<file path="config.mk">
export PLATFORM = sky130hd
export DESIGN_NAME = fspc_top
export DESIGN_NICKNAME = d
export VERILOG_FILES = /design/src/fspc_pkg.sv /design/src/fspc_buf_if.sv /design/src/fspc_page_buf.sv /design/src/fspc_prog_timer.sv /design/src/fspc_top.sv
export VERILOG_INCLUDE_DIRS = /design/src /design/src/src
export SDC_FILE = /design/constraint.sdc
export NUM_CORES = 2
export LEC_CHECK = 0
export ABC_AREA = 0
export BUFFER_PORTS_ARGS = -buffer_cell sky130_fd_sc_hd__buf_2
export CORE_ASPECT_RATIO = 1.25
export CORE_MARGIN = 10
export CORE_UTILIZATION = 50
export CTS_BUF_LIST = sky130_fd_sc_hd__clkbuf_4 sky130_fd_sc_hd__clkbuf_8
export DETAILED_ROUTE_END_ITERATION = 7
export HOLD_SLACK_MARGIN = 0.08
export PLACE_DENSITY = 0.7
export REMOVE_ABC_BUFFERS = 1
export SETUP_SLACK_MARGIN = 0.5
export SLEW_MARGIN = 20
export SYNTH_ARGS = -nofsm -noshare
export SYNTH_HDL_FRONTEND = slang
export SYNTH_SLANG_ARGS = --single-unit
</file>
<file path="constraint.sdc">
create_clock -name mclk_in -period 5.06 [get_ports mclk_in]
set_input_delay 1.012 -clock mclk_in [delete_from_list [all_inputs] [get_ports mclk_in]]
set_output_delay 1.012 -clock mclk_in [all_outputs]
set_load 0.1 [all_outputs]
</file>
<file path="src/fspc_consts.svh">
// Constants for the flash self-program controller
`ifndef FSPC_CONSTS_SVH
`define FSPC_CONSTS_SVH
// ----------------------------------------
// Register map (word index, byte = 4 x index)
// ----------------------------------------
`define FSPC_CTL_IDX 10'h037
`define FSPC_STAT_IDX 10'h038
`define FSPC_CTL_RESET 5'h00
// ----------------------------------------
// Control field positions
// ----------------------------------------
`define FSPC_B_IE 7
`define FSPC_B_EN 0
`define FSPC_CMD_MSB 4
// ----------------------------------------
// Command patterns in the low five bits
// ----------------------------------------
`define FSPC_P_REEN 5'h11
`define FSPC_P_LOCK 5'h09
`define FSPC_P_PWR 5'h05
`define FSPC_P_PER 5'h03
`define FSPC_P_FILL 5'h01
// ----------------------------------------
// Arming window
// ----------------------------------------
`define FSPC_WIN 3'h4
`define FSPC_LPM_MIN 3'h2
// ----------------------------------------
// Flash layout
// ----------------------------------------
`define FSPC_RWW_PAGES 7'h70
`define FSPC_BOOT_128 13'h1F80
`define FSPC_BOOT_256 13'h1F00
`define FSPC_BOOT_512 13'h1E00
`define FSPC_BOOT_1K 13'h1C00
`define FSPC_BUF_ERASED 16'hFFFF
// ----------------------------------------
// Programming time
// ----------------------------------------
`define FSPC_TPROG_MIN_NS 3700000
`define FSPC_TPROG_MAX_NS 4500000
`define FSPC_CLK_NS 100
`endif

</file>
<file path="src/fspc_pkg.sv">
// Types shared by the flash self-program controller
package fspc_pkg;
  typedef enum logic [1:0] {
    FSPC_IDLE,
    FSPC_ARMED,
    FSPC_OP
  } fspc_state_t;
  typedef logic [15:0] fspc_word_t;
endpackage : fspc_pkg

</file>
<file path="src/fspc_buf_if.sv">
// Port bundle between controller and temporary page buffer
`timescale 1ns/1ps
interface fspc_buf_if;
  logic wr_en;
  logic [5:0] wr_idx;
  logic [15:0] wr_data;
  logic clr;
  logic [5:0] rd_idx;
  logic [15:0] rd_data;
  modport ctrl (output wr_en, output wr_idx, output wr_data, output clr,
                output rd_idx, input rd_data);
  modport store (input wr_en, input wr_idx, input wr_data, input clr,
                 input rd_idx, output rd_data);
endinterface : fspc_buf_if

</file>
<file path="src/fspc_page_buf.sv">
// Temporary page buffer, 64 words of flip-flops
`timescale 1ns/1ps
`include "fspc_consts.svh"
module fspc_page_buf (
  input wire logic mclk_in,
  input wire logic resetn_in,
  fspc_buf_if.store bif
);
  import fspc_pkg::*;
  fspc_word_t mem_r [64];

  // Clear beats a same-cycle write: an aborted load keeps nothing
  always_ff @(posedge mclk_in or negedge resetn_in) begin
    if (!resetn_in) begin
      for (int i = 0; i < 64; i++) begin
        mem_r[i] <= `FSPC_BUF_ERASED;
      end
    end else if (bif.clr) begin
      for (int i = 0; i < 64; i++) begin
        mem_r[i] <= `FSPC_BUF_ERASED;
      end
    end else if (bif.wr_en) begin
      mem_r[bif.wr_idx] <= bif.wr_data;
    end
  end

  assign bif.rd_data = mem_r[bif.rd_idx];

  a_word_store: assert property (
    @(posedge mclk_in) disable iff (!resetn_in)
    bif.wr_en && !bif.clr |=> mem_r[$past(bif.wr_idx)] == $past(bif.wr_data))
    else $error("buffer word not stored");
endmodule : fspc_page_buf

</file>
<file path="src/fspc_prog_timer.sv">
// Programming time window around the flash array's done signal
`timescale 1ns/1ps
module fspc_prog_timer #(
  parameter int MIN_CYC = 37000,
  parameter int MAX_CYC = 45000
) (
  input wire logic mclk_in,
  input wire logic resetn_in,
  input wire logic start_in,
  input wire logic array_done_in,
  output logic active_out,
  output logic done_out
);
  localparam logic [15:0] MIN_L = 16'(MIN_CYC - 1);
  localparam logic [15:0] MAX_L = 16'(MAX_CYC - 1);
  logic [15:0] cnt_r;
  logic active_r;

  // array completion, held to the legal window
  assign done_out = active_r && ((array_done_in && cnt_r >= MIN_L) || cnt_r == MAX_L);
  assign active_out = active_r;

  always_ff @(posedge mclk_in or negedge resetn_in) begin
    if (!resetn_in) begin
      active_r <= 1'b0;
      cnt_r <= 16'h0000;
    end else if (start_in && !active_r) begin
      active_r <= 1'b1;
      cnt_r <= 16'h0000;
    end else if (done_out) begin
      active_r <= 1'b0;
    end else if (active_r) begin
      cnt_r <= cnt_r + 16'h0001;
    end
  end

  a_done_early: assert property (
    @(posedge mclk_in) disable iff (!resetn_in)
    done_out |-> cnt_r >= MIN_L)
    else $error("operation ended before minimum time");
  a_done_late: assert property (
    @(posedge mclk_in) disable iff (!resetn_in)
    active_r && cnt_r == MAX_L |-> done_out ##1 !active_r)
    else $error("operation overran maximum time");
endmodule : fspc_prog_timer

</file>
<file path="src/fspc_top.sv">
// Flash self-program controller with APB register access
// Behaviour
// - Boot area start chosen by boot-size fuses
// - Pages below 112 form the read-during-write area
// - Pointer bits 6:1 pick buffer word
// - Pointer bits 13:7 pick erase/write page
// - Pointer bits 15:14 ignored; bit0 selects byte
// - Control bit 5 always reads zero
// - Ready interrupt requested while enable bit clear
// - Read-during-write erase/write sets busy flag
// - Busy clears on re-enable or buffer load
// - Re-enable command clears busy when idle
// - Re-enable write aborts buffer load, discards data
// - Lock-set command programs lock bits from R0
// - Load within three cycles reads lock/fuse
// - Page-write command writes buffer to page
// - CPU stalled for no-read-during-write page
// - Page-erase command erases addressed page
// - Plain enable stores data pair into buffer
// - Enable lasts four cycles, held during operation
// - Undefined command patterns are ignored
// - Operations take 3.7 to 4.5 ms
//
// Our own choice: the APB register port.
`timescale 1ns/1ps
`include "fspc_consts.svh"
module fspc_top #(
  parameter int PROG_MIN_CYC = (`FSPC_TPROG_MIN_NS + `FSPC_CLK_NS - 1) / `FSPC_CLK_NS,
  parameter int PROG_MAX_CYC = `FSPC_TPROG_MAX_NS / `FSPC_CLK_NS
) (
  input wire logic mclk_in,
  input wire logic resetn_in,
  input wire logic psel_in,
  input wire logic penable_in,
  input wire logic pwrite_in,
  input wire logic [11:0] paddr_in,
  input wire logic [31:0] pwdata_in,
  output logic [31:0] prdata_out,
  output logic pready_out,
  output logic pslverr_out,
  input wire logic spm_in,
  input wire logic lpm_in,
  input wire logic [15:0] ptr_in,
  input wire logic [15:0] data_word_register_pair_in,
  input wire logic gie_in,
  input wire logic [1:0] boot_size_fuse_in,
  input wire logic [7:0] lock_bits_in,
  input wire logic [7:0] fuse_byte_in,
  input wire logic flash_done_in,
  input wire logic [5:0] array_rd_idx_in,
  output logic [15:0] array_rd_data_out,
  output logic page_erase_cmd_out,
  output logic page_write_cmd_out,
  output logic [6:0] page_select_field_out,
  output logic lock_bits_set_cmd_out,
  output logic [7:0] lock_data_out,
  output logic lpm_special_out,
  output logic [7:0] lpm_data_out,
  output logic rw_area_busy_flag_out,
  output logic cpu_stall_out,
  output logic spm_irq_out,
  output logic [12:0] boot_start_out
);
  import fspc_pkg::*;

  // ----------------------------------------
  // State
  // ----------------------------------------
  fspc_state_t state_r;
  logic [4:0] cmd_r;
  logic [2:0] win_r;
  logic ready_interrupt_enable_r;
  logic busy_r;
  logic load_act_r;
  logic stall_r;
  logic op_lock_r;
  logic op_write_r;
  logic [31:0] prdata_r;
  logic erase_r, write_r, lockset_r;
  logic [6:0] page_r;
  logic [7:0] lock_data_r;
  logic lpm_sp_r;
  logic [7:0] lpm_data_r;
  logic t_active, t_done;

  fspc_buf_if bif ();

  // ----------------------------------------
  // APB decode
  // ----------------------------------------
  logic [9:0] widx;
  logic apb_acc, apb_setup, hit_ctl, hit_stat;
  logic wr_ctl, pat_ok, cmd_wr;
  logic [4:0] pat;

  assign widx = paddr_in[11:2];
  assign apb_acc = psel_in && penable_in;
  assign apb_setup = psel_in && !penable_in;
  assign hit_ctl = widx == `FSPC_CTL_IDX;
  assign hit_stat = widx == `FSPC_STAT_IDX;
  assign wr_ctl = apb_acc && pwrite_in && hit_ctl;
  assign pat = pwdata_in[`FSPC_CMD_MSB:0];
  assign pat_ok = pat == `FSPC_P_REEN || pat == `FSPC_P_LOCK ||
                  pat == `FSPC_P_PWR || pat == `FSPC_P_PER || pat == `FSPC_P_FILL;
  // no re-arming while an operation runs
  assign cmd_wr = wr_ctl && pat_ok && state_r != FSPC_OP;
  assign pready_out = 1'b1;
  assign pslverr_out = apb_acc && !(hit_ctl || hit_stat);

  // ----------------------------------------
  // Command decode
  // ----------------------------------------
  logic is_fill, is_erase, is_write, is_lock, is_reen;
  logic spm_hit, start_pg, start_op, tgt_rww, lpm_ok;
  logic [6:0] tgt_page;

  assign is_fill = cmd_r == `FSPC_P_FILL;
  assign is_erase = cmd_r == `FSPC_P_PER;
  assign is_write = cmd_r == `FSPC_P_PWR;
  assign is_lock = cmd_r == `FSPC_P_LOCK;
  assign is_reen = cmd_r == `FSPC_P_REEN;
  // A store in the same cycle as a control write is dropped; a defined pattern re-arms
  assign spm_hit = spm_in && state_r == FSPC_ARMED && !wr_ctl;
  // page from pointer high bits, top two bits unused
  assign tgt_page = ptr_in[13:7];
  // read-during-write area is the low 112 pages
  assign tgt_rww = tgt_page < `FSPC_RWW_PAGES;
  // erase and write start on an armed store
  assign start_pg = spm_hit && (is_erase || is_write);
  // lock set is a timed operation too
  assign start_op = start_pg || (spm_hit && is_lock);
  // three-cycle read window for lock and fuse bits
  assign lpm_ok = lpm_in && state_r == FSPC_ARMED && is_lock && win_r >= `FSPC_LPM_MIN;

  // ----------------------------------------
  // Arming window and command bits
  // ----------------------------------------
  // four-cycle enable, held through the operation
  always_ff @(posedge mclk_in or negedge resetn_in) begin
    if (!resetn_in) begin
      state_r <= FSPC_IDLE;
      cmd_r <= `FSPC_CTL_RESET;
      win_r <= 3'h0;
    end else if (cmd_wr) begin
      state_r <= FSPC_ARMED;
      cmd_r <= pat;
      win_r <= `FSPC_WIN;
    end else begin
      case (state_r)
        FSPC_ARMED: begin
          if (start_op) begin
            state_r <= FSPC_OP;
          end else if (spm_hit || win_r == 3'h1) begin
            state_r <= FSPC_IDLE;
            cmd_r <= `FSPC_CTL_RESET;
          end else begin
            win_r <= win_r - 3'h1;
          end
        end
        FSPC_OP: begin
          if (t_done) begin
            state_r <= FSPC_IDLE;
            cmd_r <= `FSPC_CTL_RESET;
          end
        end
        default: begin
          state_r <= FSPC_IDLE;
        end
      endcase
    end
  end

  always_ff @(posedge mclk_in or negedge resetn_in) begin
    if (!resetn_in) begin
      ready_interrupt_enable_r <= 1'b0;
    end else if (wr_ctl) begin
      ready_interrupt_enable_r <= pwdata_in[`FSPC_B_IE];
    end
  end

  // ----------------------------------------
  // Busy flag and buffer load tracking
  // ----------------------------------------
  // set on erase/write into the busy area; set beats clear
  always_ff @(posedge mclk_in or negedge resetn_in) begin
    if (!resetn_in) begin
      busy_r <= 1'b0;
    end else if (start_pg && tgt_rww) begin
      busy_r <= 1'b1;
    // re-enable or buffer load clears it
    end else if (spm_hit && (is_reen || is_fill)) begin
      busy_r <= 1'b0;
    end
  end

  logic load_abort, write_end;
  // re-enable write during a load discards the buffer
  assign load_abort = cmd_wr && pat == `FSPC_P_REEN && load_act_r;
  assign write_end = t_done && op_write_r;

  always_ff @(posedge mclk_in or negedge resetn_in) begin
    if (!resetn_in) begin
      load_act_r <= 1'b0;
    end else if (spm_hit && is_fill) begin
      load_act_r <= 1'b1;
    end else if (load_abort || write_end) begin
      load_act_r <= 1'b0;
    end
  end

  // ----------------------------------------
  // Temporary buffer and programming timer
  // ----------------------------------------
  // plain enable stores the data pair
  assign bif.wr_en = spm_hit && is_fill;
  assign bif.wr_idx = ptr_in[6:1];
  assign bif.wr_data = data_word_register_pair_in;
  // Buffer comes back erased after a finished page write
  assign bif.clr = load_abort || write_end;
  assign bif.rd_idx = array_rd_idx_in;
  assign array_rd_data_out = bif.rd_data;

  fspc_page_buf u_buf (
    .mclk_in(mclk_in),
    .resetn_in(resetn_in),
    .bif(bif)
  );

  fspc_prog_timer #(
    .MIN_CYC(PROG_MIN_CYC),
    .MAX_CYC(PROG_MAX_CYC)
  ) u_timer (
    .mclk_in(mclk_in),
    .resetn_in(resetn_in),
    .start_in(start_op),
    .array_done_in(flash_done_in),
    .active_out(t_active),
    .done_out(t_done)
  );

  // ----------------------------------------
  // Operation tracking and CPU stall
  // ----------------------------------------
  always_ff @(posedge mclk_in or negedge resetn_in) begin
    if (!resetn_in) begin
      op_lock_r <= 1'b0;
      op_write_r <= 1'b0;
    end else if (start_op) begin
      op_lock_r <= is_lock;
      op_write_r <= is_write;
    end else if (t_done) begin
      op_lock_r <= 1'b0;
      op_write_r <= 1'b0;
    end
  end

  // halt the CPU while its own code area is programmed
  always_ff @(posedge mclk_in or negedge resetn_in) begin
    if (!resetn_in) begin
      stall_r <= 1'b0;
    end else if (start_pg && !tgt_rww) begin
      stall_r <= 1'b1;
    end else if (t_done) begin
      stall_r <= 1'b0;
    end
  end

  // ----------------------------------------
  // Flash array commands
  // ----------------------------------------
  always_ff @(posedge mclk_in or negedge resetn_in) begin
    if (!resetn_in) begin
      erase_r <= 1'b0;
      write_r <= 1'b0;
      lockset_r <= 1'b0;
      page_r <= 7'h00;
      lock_data_r <= 8'h00;
    end else begin
      erase_r <= start_pg && is_erase;
      write_r <= start_pg && is_write;
      lockset_r <= spm_hit && is_lock;
      if (start_pg) begin
        page_r <= tgt_page;
      end
      // only R0 matters; R1 and pointer ignored
      if (spm_hit && is_lock) begin
        lock_data_r <= data_word_register_pair_in[7:0];
      end
    end
  end

  // pointer bit 0 picks fuse or lock byte
  always_ff @(posedge mclk_in or negedge resetn_in) begin
    if (!resetn_in) begin
      lpm_sp_r <= 1'b0;
      lpm_data_r <= 8'h00;
    end else begin
      lpm_sp_r <= lpm_ok;
      if (lpm_ok) begin
        lpm_data_r <= ptr_in[0] ? fuse_byte_in : lock_bits_in;
      end
    end
  end

  // ----------------------------------------
  // Boot area and register read-back
  // ----------------------------------------
  // boot start from fuse code; application below it
  always_comb begin
    case (boot_size_fuse_in)
      2'h3: boot_start_out = `FSPC_BOOT_128;
      2'h2: boot_start_out = `FSPC_BOOT_256;
      2'h1: boot_start_out = `FSPC_BOOT_512;
      default: boot_start_out = `FSPC_BOOT_1K;
    endcase
  end

  // Read data captured in setup so the access phase needs no wait
  always_ff @(posedge mclk_in or negedge resetn_in) begin
    if (!resetn_in) begin
      prdata_r <= 32'h0000_0000;
    end else if (apb_setup && hit_ctl) begin
      prdata_r <= {24'h000000, ready_interrupt_enable_r, busy_r, 1'b0, cmd_r};
    end else if (apb_setup && hit_stat) begin
      prdata_r <= {27'h0000000, boot_size_fuse_in, load_act_r, stall_r, t_active};
    end else if (apb_setup) begin
      prdata_r <= 32'h0000_0000;
    end
  end

  assign prdata_out = prdata_r;
  assign page_erase_cmd_out = erase_r;
  assign page_write_cmd_out = write_r;
  assign page_select_field_out = page_r;
  assign lock_bits_set_cmd_out = lockset_r;
  assign lock_data_out = lock_data_r;
  assign lpm_special_out = lpm_sp_r;
  assign lpm_data_out = lpm_data_r;
  assign rw_area_busy_flag_out = busy_r;
  assign cpu_stall_out = stall_r;
  // ready request while the enable bit reads zero
  assign spm_irq_out = ready_interrupt_enable_r && gie_in && !cmd_r[`FSPC_B_EN];

  // ----------------------------------------
  // Checks
  // ----------------------------------------
  a_irq_level: assert property (
    @(posedge mclk_in) disable iff (!resetn_in)
    ready_interrupt_enable_r && gie_in && state_r == FSPC_IDLE |-> spm_irq_out)
    else $error("ready interrupt missing while idle");
  a_res_zero: assert property (
    @(posedge mclk_in) disable iff (!resetn_in)
    apb_acc && !pwrite_in && hit_ctl |-> !prdata_out[5])
    else $error("reserved bit read as one");
  a_busy_set: assert property (
    @(posedge mclk_in) disable iff (!resetn_in)
    start_pg && tgt_rww |=> busy_r && rw_area_busy_flag_out)
    else $error("busy flag not set");
  a_busy_fill: assert property (
    @(posedge mclk_in) disable iff (!resetn_in)
    spm_hit && is_fill |=> !busy_r)
    else $error("buffer load left busy flag set");
  a_win_timeout: assert property (
    @(posedge mclk_in) disable iff (!resetn_in)
    cmd_wr ##1 (!spm_in && !wr_ctl)[*4] |=> cmd_r == `FSPC_CTL_RESET)
    else $error("enable window did not expire");
  a_en_held: assert property (
    @(posedge mclk_in) disable iff (!resetn_in)
    state_r == FSPC_OP && !t_done |=> cmd_r[`FSPC_B_EN])
    else $error("enable dropped during operation");
  // Window expiry and completion still move state on an ignored write
  a_bad_cmd: assert property (
    @(posedge mclk_in) disable iff (!resetn_in)
    wr_ctl && !pat_ok && !t_done && !(state_r == FSPC_ARMED && win_r == 3'h1)
      |=> $stable(cmd_r) && $stable(state_r))
    else $error("undefined pattern changed state");
  a_page_sel: assert property (
    @(posedge mclk_in) disable iff (!resetn_in)
    spm_hit && is_erase |=> page_erase_cmd_out && page_select_field_out == $past(ptr_in[13:7]))
    else $error("erase page not taken from pointer");
  a_stall_no_read_during_write_area: assert property (
    @(posedge mclk_in) disable iff (!resetn_in)
    start_pg && !tgt_rww |=> cpu_stall_out throughout (state_r == FSPC_OP)[*2])
    else $error("cpu not stalled for protected page");
  a_lpm_window: assert property (
    @(posedge mclk_in) disable iff (!resetn_in)
    cmd_wr && pat == `FSPC_P_LOCK ##1 (!wr_ctl)[*3] ##1 lpm_in && !wr_ctl
      |=> !lpm_special_out)
    else $error("lock read accepted after window");
endmodule : fspc_top

</file>
==> key figures <==
Run status
  – Status: complete, no violations

Synthesis
  – Post-synthesis compound-gate area fraction: under 10%
  – Area contributors post-synth: dfstp_2 49%, nand2_1 15%, mux4_2 11%
  – Synthesized flop and latch total: 1090
  – Synth Warn #: 0
  – EDFF count, synth: 0
  – Main combinational cell family by area after synthesis: simple AND/OR/NAND/NOR gates
  – Yosys top cell by area: dfstp_2
  – Number of distinct library cells after synthesis: just over 70
  – Seq/Total Area, Yosys: 52.1%
  – Cell Area, Synth: 54800 um^2
  – Top FF cell, synth: dfstp_2
  – Synth top area share: slightly below 50%
  – Async S/R FF share, synth: 100%
  – Mux cell area share after synthesis: between 10% and 20%
  – Mapped Cells: 5624
  – Post-Synth XOR/XNOR Area: less than 1%
  – Post-Synth Adder-Cell Area: less than 1%
  – Post-synthesis simple-gate area fraction: 27.8%
  – Syn Area/Cell: approximately 9.7 um^2

Finish
  – Nets: 5748
  – # fillers: 9163
  – Final Non-Filler Cells: around 7000
  – Leading cell type in the layout, fill and taps excluded: nand2_1
  – P&R area growth vs syn: 10.6%
  – Layout cells sized above 1: 35.4%
  – Final core utilization: 55.8%
  – Design Area, Final: 60600 um^2
  – Commonest cells after routing, fill and taps aside: 2146 x nand2_1, 1052 x nand3_1, 1024 x dfstp_2

Worst setup path
  – CP max-delay cell: mux4_2
  – CP arrival: approximately 3600 ps
  – CP delay by family, top: buffers and inverters
  – CP max stage delay: approximately 510 ps
  – Worst EP required: 4050 ps
  – Reg2Reg Depth: 9
  – Crit path buf inv count: 4
  – Worst setup EP type: output port
  – Max FO, Critical Path: 31
  – Launching element type of the critical path: primary input
  – Crit-path cells: buf_16 -> buf_16 -> buf_4 -> mux4_2 -> mux2i_2 -> nand2_1 -> o21ai_0 -> nor4_2 -> a221o_2 -> buf_12
  – CP most frequent cell: buf_16
  – Critical path class: primary input to output port
  – Crit. path cell count: 10

Timing
  – Post-route minimum period: 4650 ps
  – Slew @ Worst Pin: around 1200 ps
  – Unrepaired setup endpoints after global routing: true
  – Worst setup margin: 413 ps
  – Rel. slew slack: 17.9%
  – Period utilization: 91.8%
  – Slew Limit Fails: 0
  – Hold_ws: 152 ps
  – F_max: 215 MHz
  – Finish-stage setup viols: 0
  – Hold Violations, Final: 0
  – Setup TNS: 0 ps
  – Clk_skew: 54.5 ps

Floorplan
  – Core footprint: 109000 um^2
  – Initial Utilization: 50.5%
  – Rows: 135
  – Die height: 390 um
  – Die X: around 320 um
  – Io pins: 202
  – Die Area: 123000 um^2

Detailed routing
  – Final WL: 173 mm
  – Final routed DRC violation total: 0
  – Vias post-DR: 43589
  – Drt first pass iters: 6
  – Initial DRC Count: 5037
  – Final ANT Viol Nets: 0
  – Wire per inst: between 20 and 25 um
  – DR vias/cell: about 6.0

Global route
  – GRT Residual Overflow: 0
  – Pin count of the biggest net entering global routing: 150
  – Vias in the first global route: 43188
  – Global-route wire length before repair: 263 mm
  – Initial antenna violation count: 10
  – GRT Overall Usage: 27.8%

Clocking
  – TritonCTS clock tree: built
  – Num CTS Buffers: 174
  – Worst-path clk slew: roughly 50 ps
  – Clk sinks: 1090
  – Root buffer cell: clkbuf_8
  – Clk buf depth: 3
  – H-Tree Depth: 4
  – Hold buffer count at CTS: 0
  – Worst-skew pair later-pin latency: 940 ps

Power
  – P_int: 13.8 mW
  – Worst VDD drop: 353 uV
  – Total power: 18.7 mW
  – Clock Power Share: about 45%
  – Sequential share of power: 47.6%
  – Switching power: slightly below 5 mW
  – Gate power share: 7.7%
  – P_leak: about 26 nW
  – Net Sw Frac: between 20 and 30%
  – PD cells: approximately 310 nW/um^2

Placed design
  – Routability cong.: between 0.9 and 1
  – Setup Slack @ Placement: 283 ps
  – Hpwl dp: 107 mm
  – # port buffers: 135
  – Placed cell count: 6890
  – Placed inst area: 56600 um^2

Job
  – Max cap viols: 0

Hold path
  – Hold Path Class: primary input to asynchronous set/reset pin
## worst paths after layout
path	from	endpoint	slack (ps)
max	array_rd_idx_in[1]	array_rd_data_out[5]	410
min	resetn_in	u_timer.cnt_r[8]	150
max reg2reg	u_timer.cnt_r[0]	u_buf.mem_r[737]	1230
min reg2reg	u_buf.mem_r[292]	u_buf.mem_r[292]	480
max in group asynchronous	resetn_in	u_buf.mem_r[337]	3580
min in group mclk_in	ptr_in[7]	page_select_field_out[0]	340
## registers in the layout, summed over array words and instances, names as in the netlist, 2 cells and up
name                   flops
page_select_field_out      7
prdata_out                 7
cmd_r                      5
lock_data_out              8
u_timer.cnt_r             16
lpm_data_out               8
state_r                    2
win_r                      3
u_buf.mem_r             1024
## cell usage after synthesis, drive strengths merged, types with 5 or more instances
library cell	instances
nand3b	5
dfstp	1024
o41ai	5
nand2	2146
a211oi	17
mux2i	49
o311ai	7
and2	14
nand2b	6
a31oi	16
buf	319
or4	7
nand3	1053
nand4	13
or3	11
nor2	119
mux4	264
o21ai	47
dfrtp	66
nor3b	9
xnor2	5
a21oi	33
nor3	23
a221o	9
and3	8
nor4	9
inv	11
clkbuf	200
mux2	25
nor2b	15
or2	12
a22oi	31
xor2	7
## power by group through the flow
stage                     clock network, mW  registers [mW]  logic [mW]
after floorplan                           0            9.07       0.486
after global placement                    0            8.99        1.40
after detailed placement                  0            8.99        1.41
after CTS                              8.43            8.87        1.42
after global routing                   8.84            8.87        1.51
final                                  8.34            8.87        1.44
## worst reg2reg max path: cells and delay by family (launching register included)
family                     cells  cell delay (ps)
AOI/OAI and AO/OA              3             1590
buffers and inverters          2              820
and+or+nand+nor                3              670
DFF                            1              430
adders and majority gates      1              250
## timing repair
action	4_1_cts	5_1_grt
pin swaps	0	4
resized for setup	24	17
gates cloned	0	1
setup buffers	0	7
endpoints found under the setup margin	16	14
## cells by family (layout without fill, tap and decap cells)
family,after synthesis,after routing
XOR/XNOR,12,12
other,2,41
flip-flops,1090,1090
adder cells (fa/ha/maj),3,3
AO/OA/AOI/OAI,189,189
AND/OR/NAND/NOR,3460,3460
multiplexers,338,338
buffers and inverters,530,644
## layer usage
layer	vias to the layer above	share of wire, %	global-route usage (%)
met5	-	0.032	0
met4	8	7.8	19.2
met3	509	8.9	6.06
met2	2268	46	42.3
met1	21835	37	35.2
li1	18969	-	-
## cell type report
| type | count | area, um^2 | share of cell area (%) |
|---|---|---|---|
| Inverter | 11 | 41.3 | 0.0681 |
| Tap cell | 1438 | 1800 | 2.97 |
| Sequential cell | 1090 | 28600 | 47.1 |
| Antenna cell | 5 | 12.5 | 0.0206 |
| Timing Repair Buffer | 321 | 2800 | 4.62 |
| Clock inverter | 45 | 493 | 0.813 |
| Multi-Input combinational cell | 4038 | 23600 | 38.9 |
| Clock buffer | 267 | 3330 | 5.49 |
(Power assumes the default switching activity.)
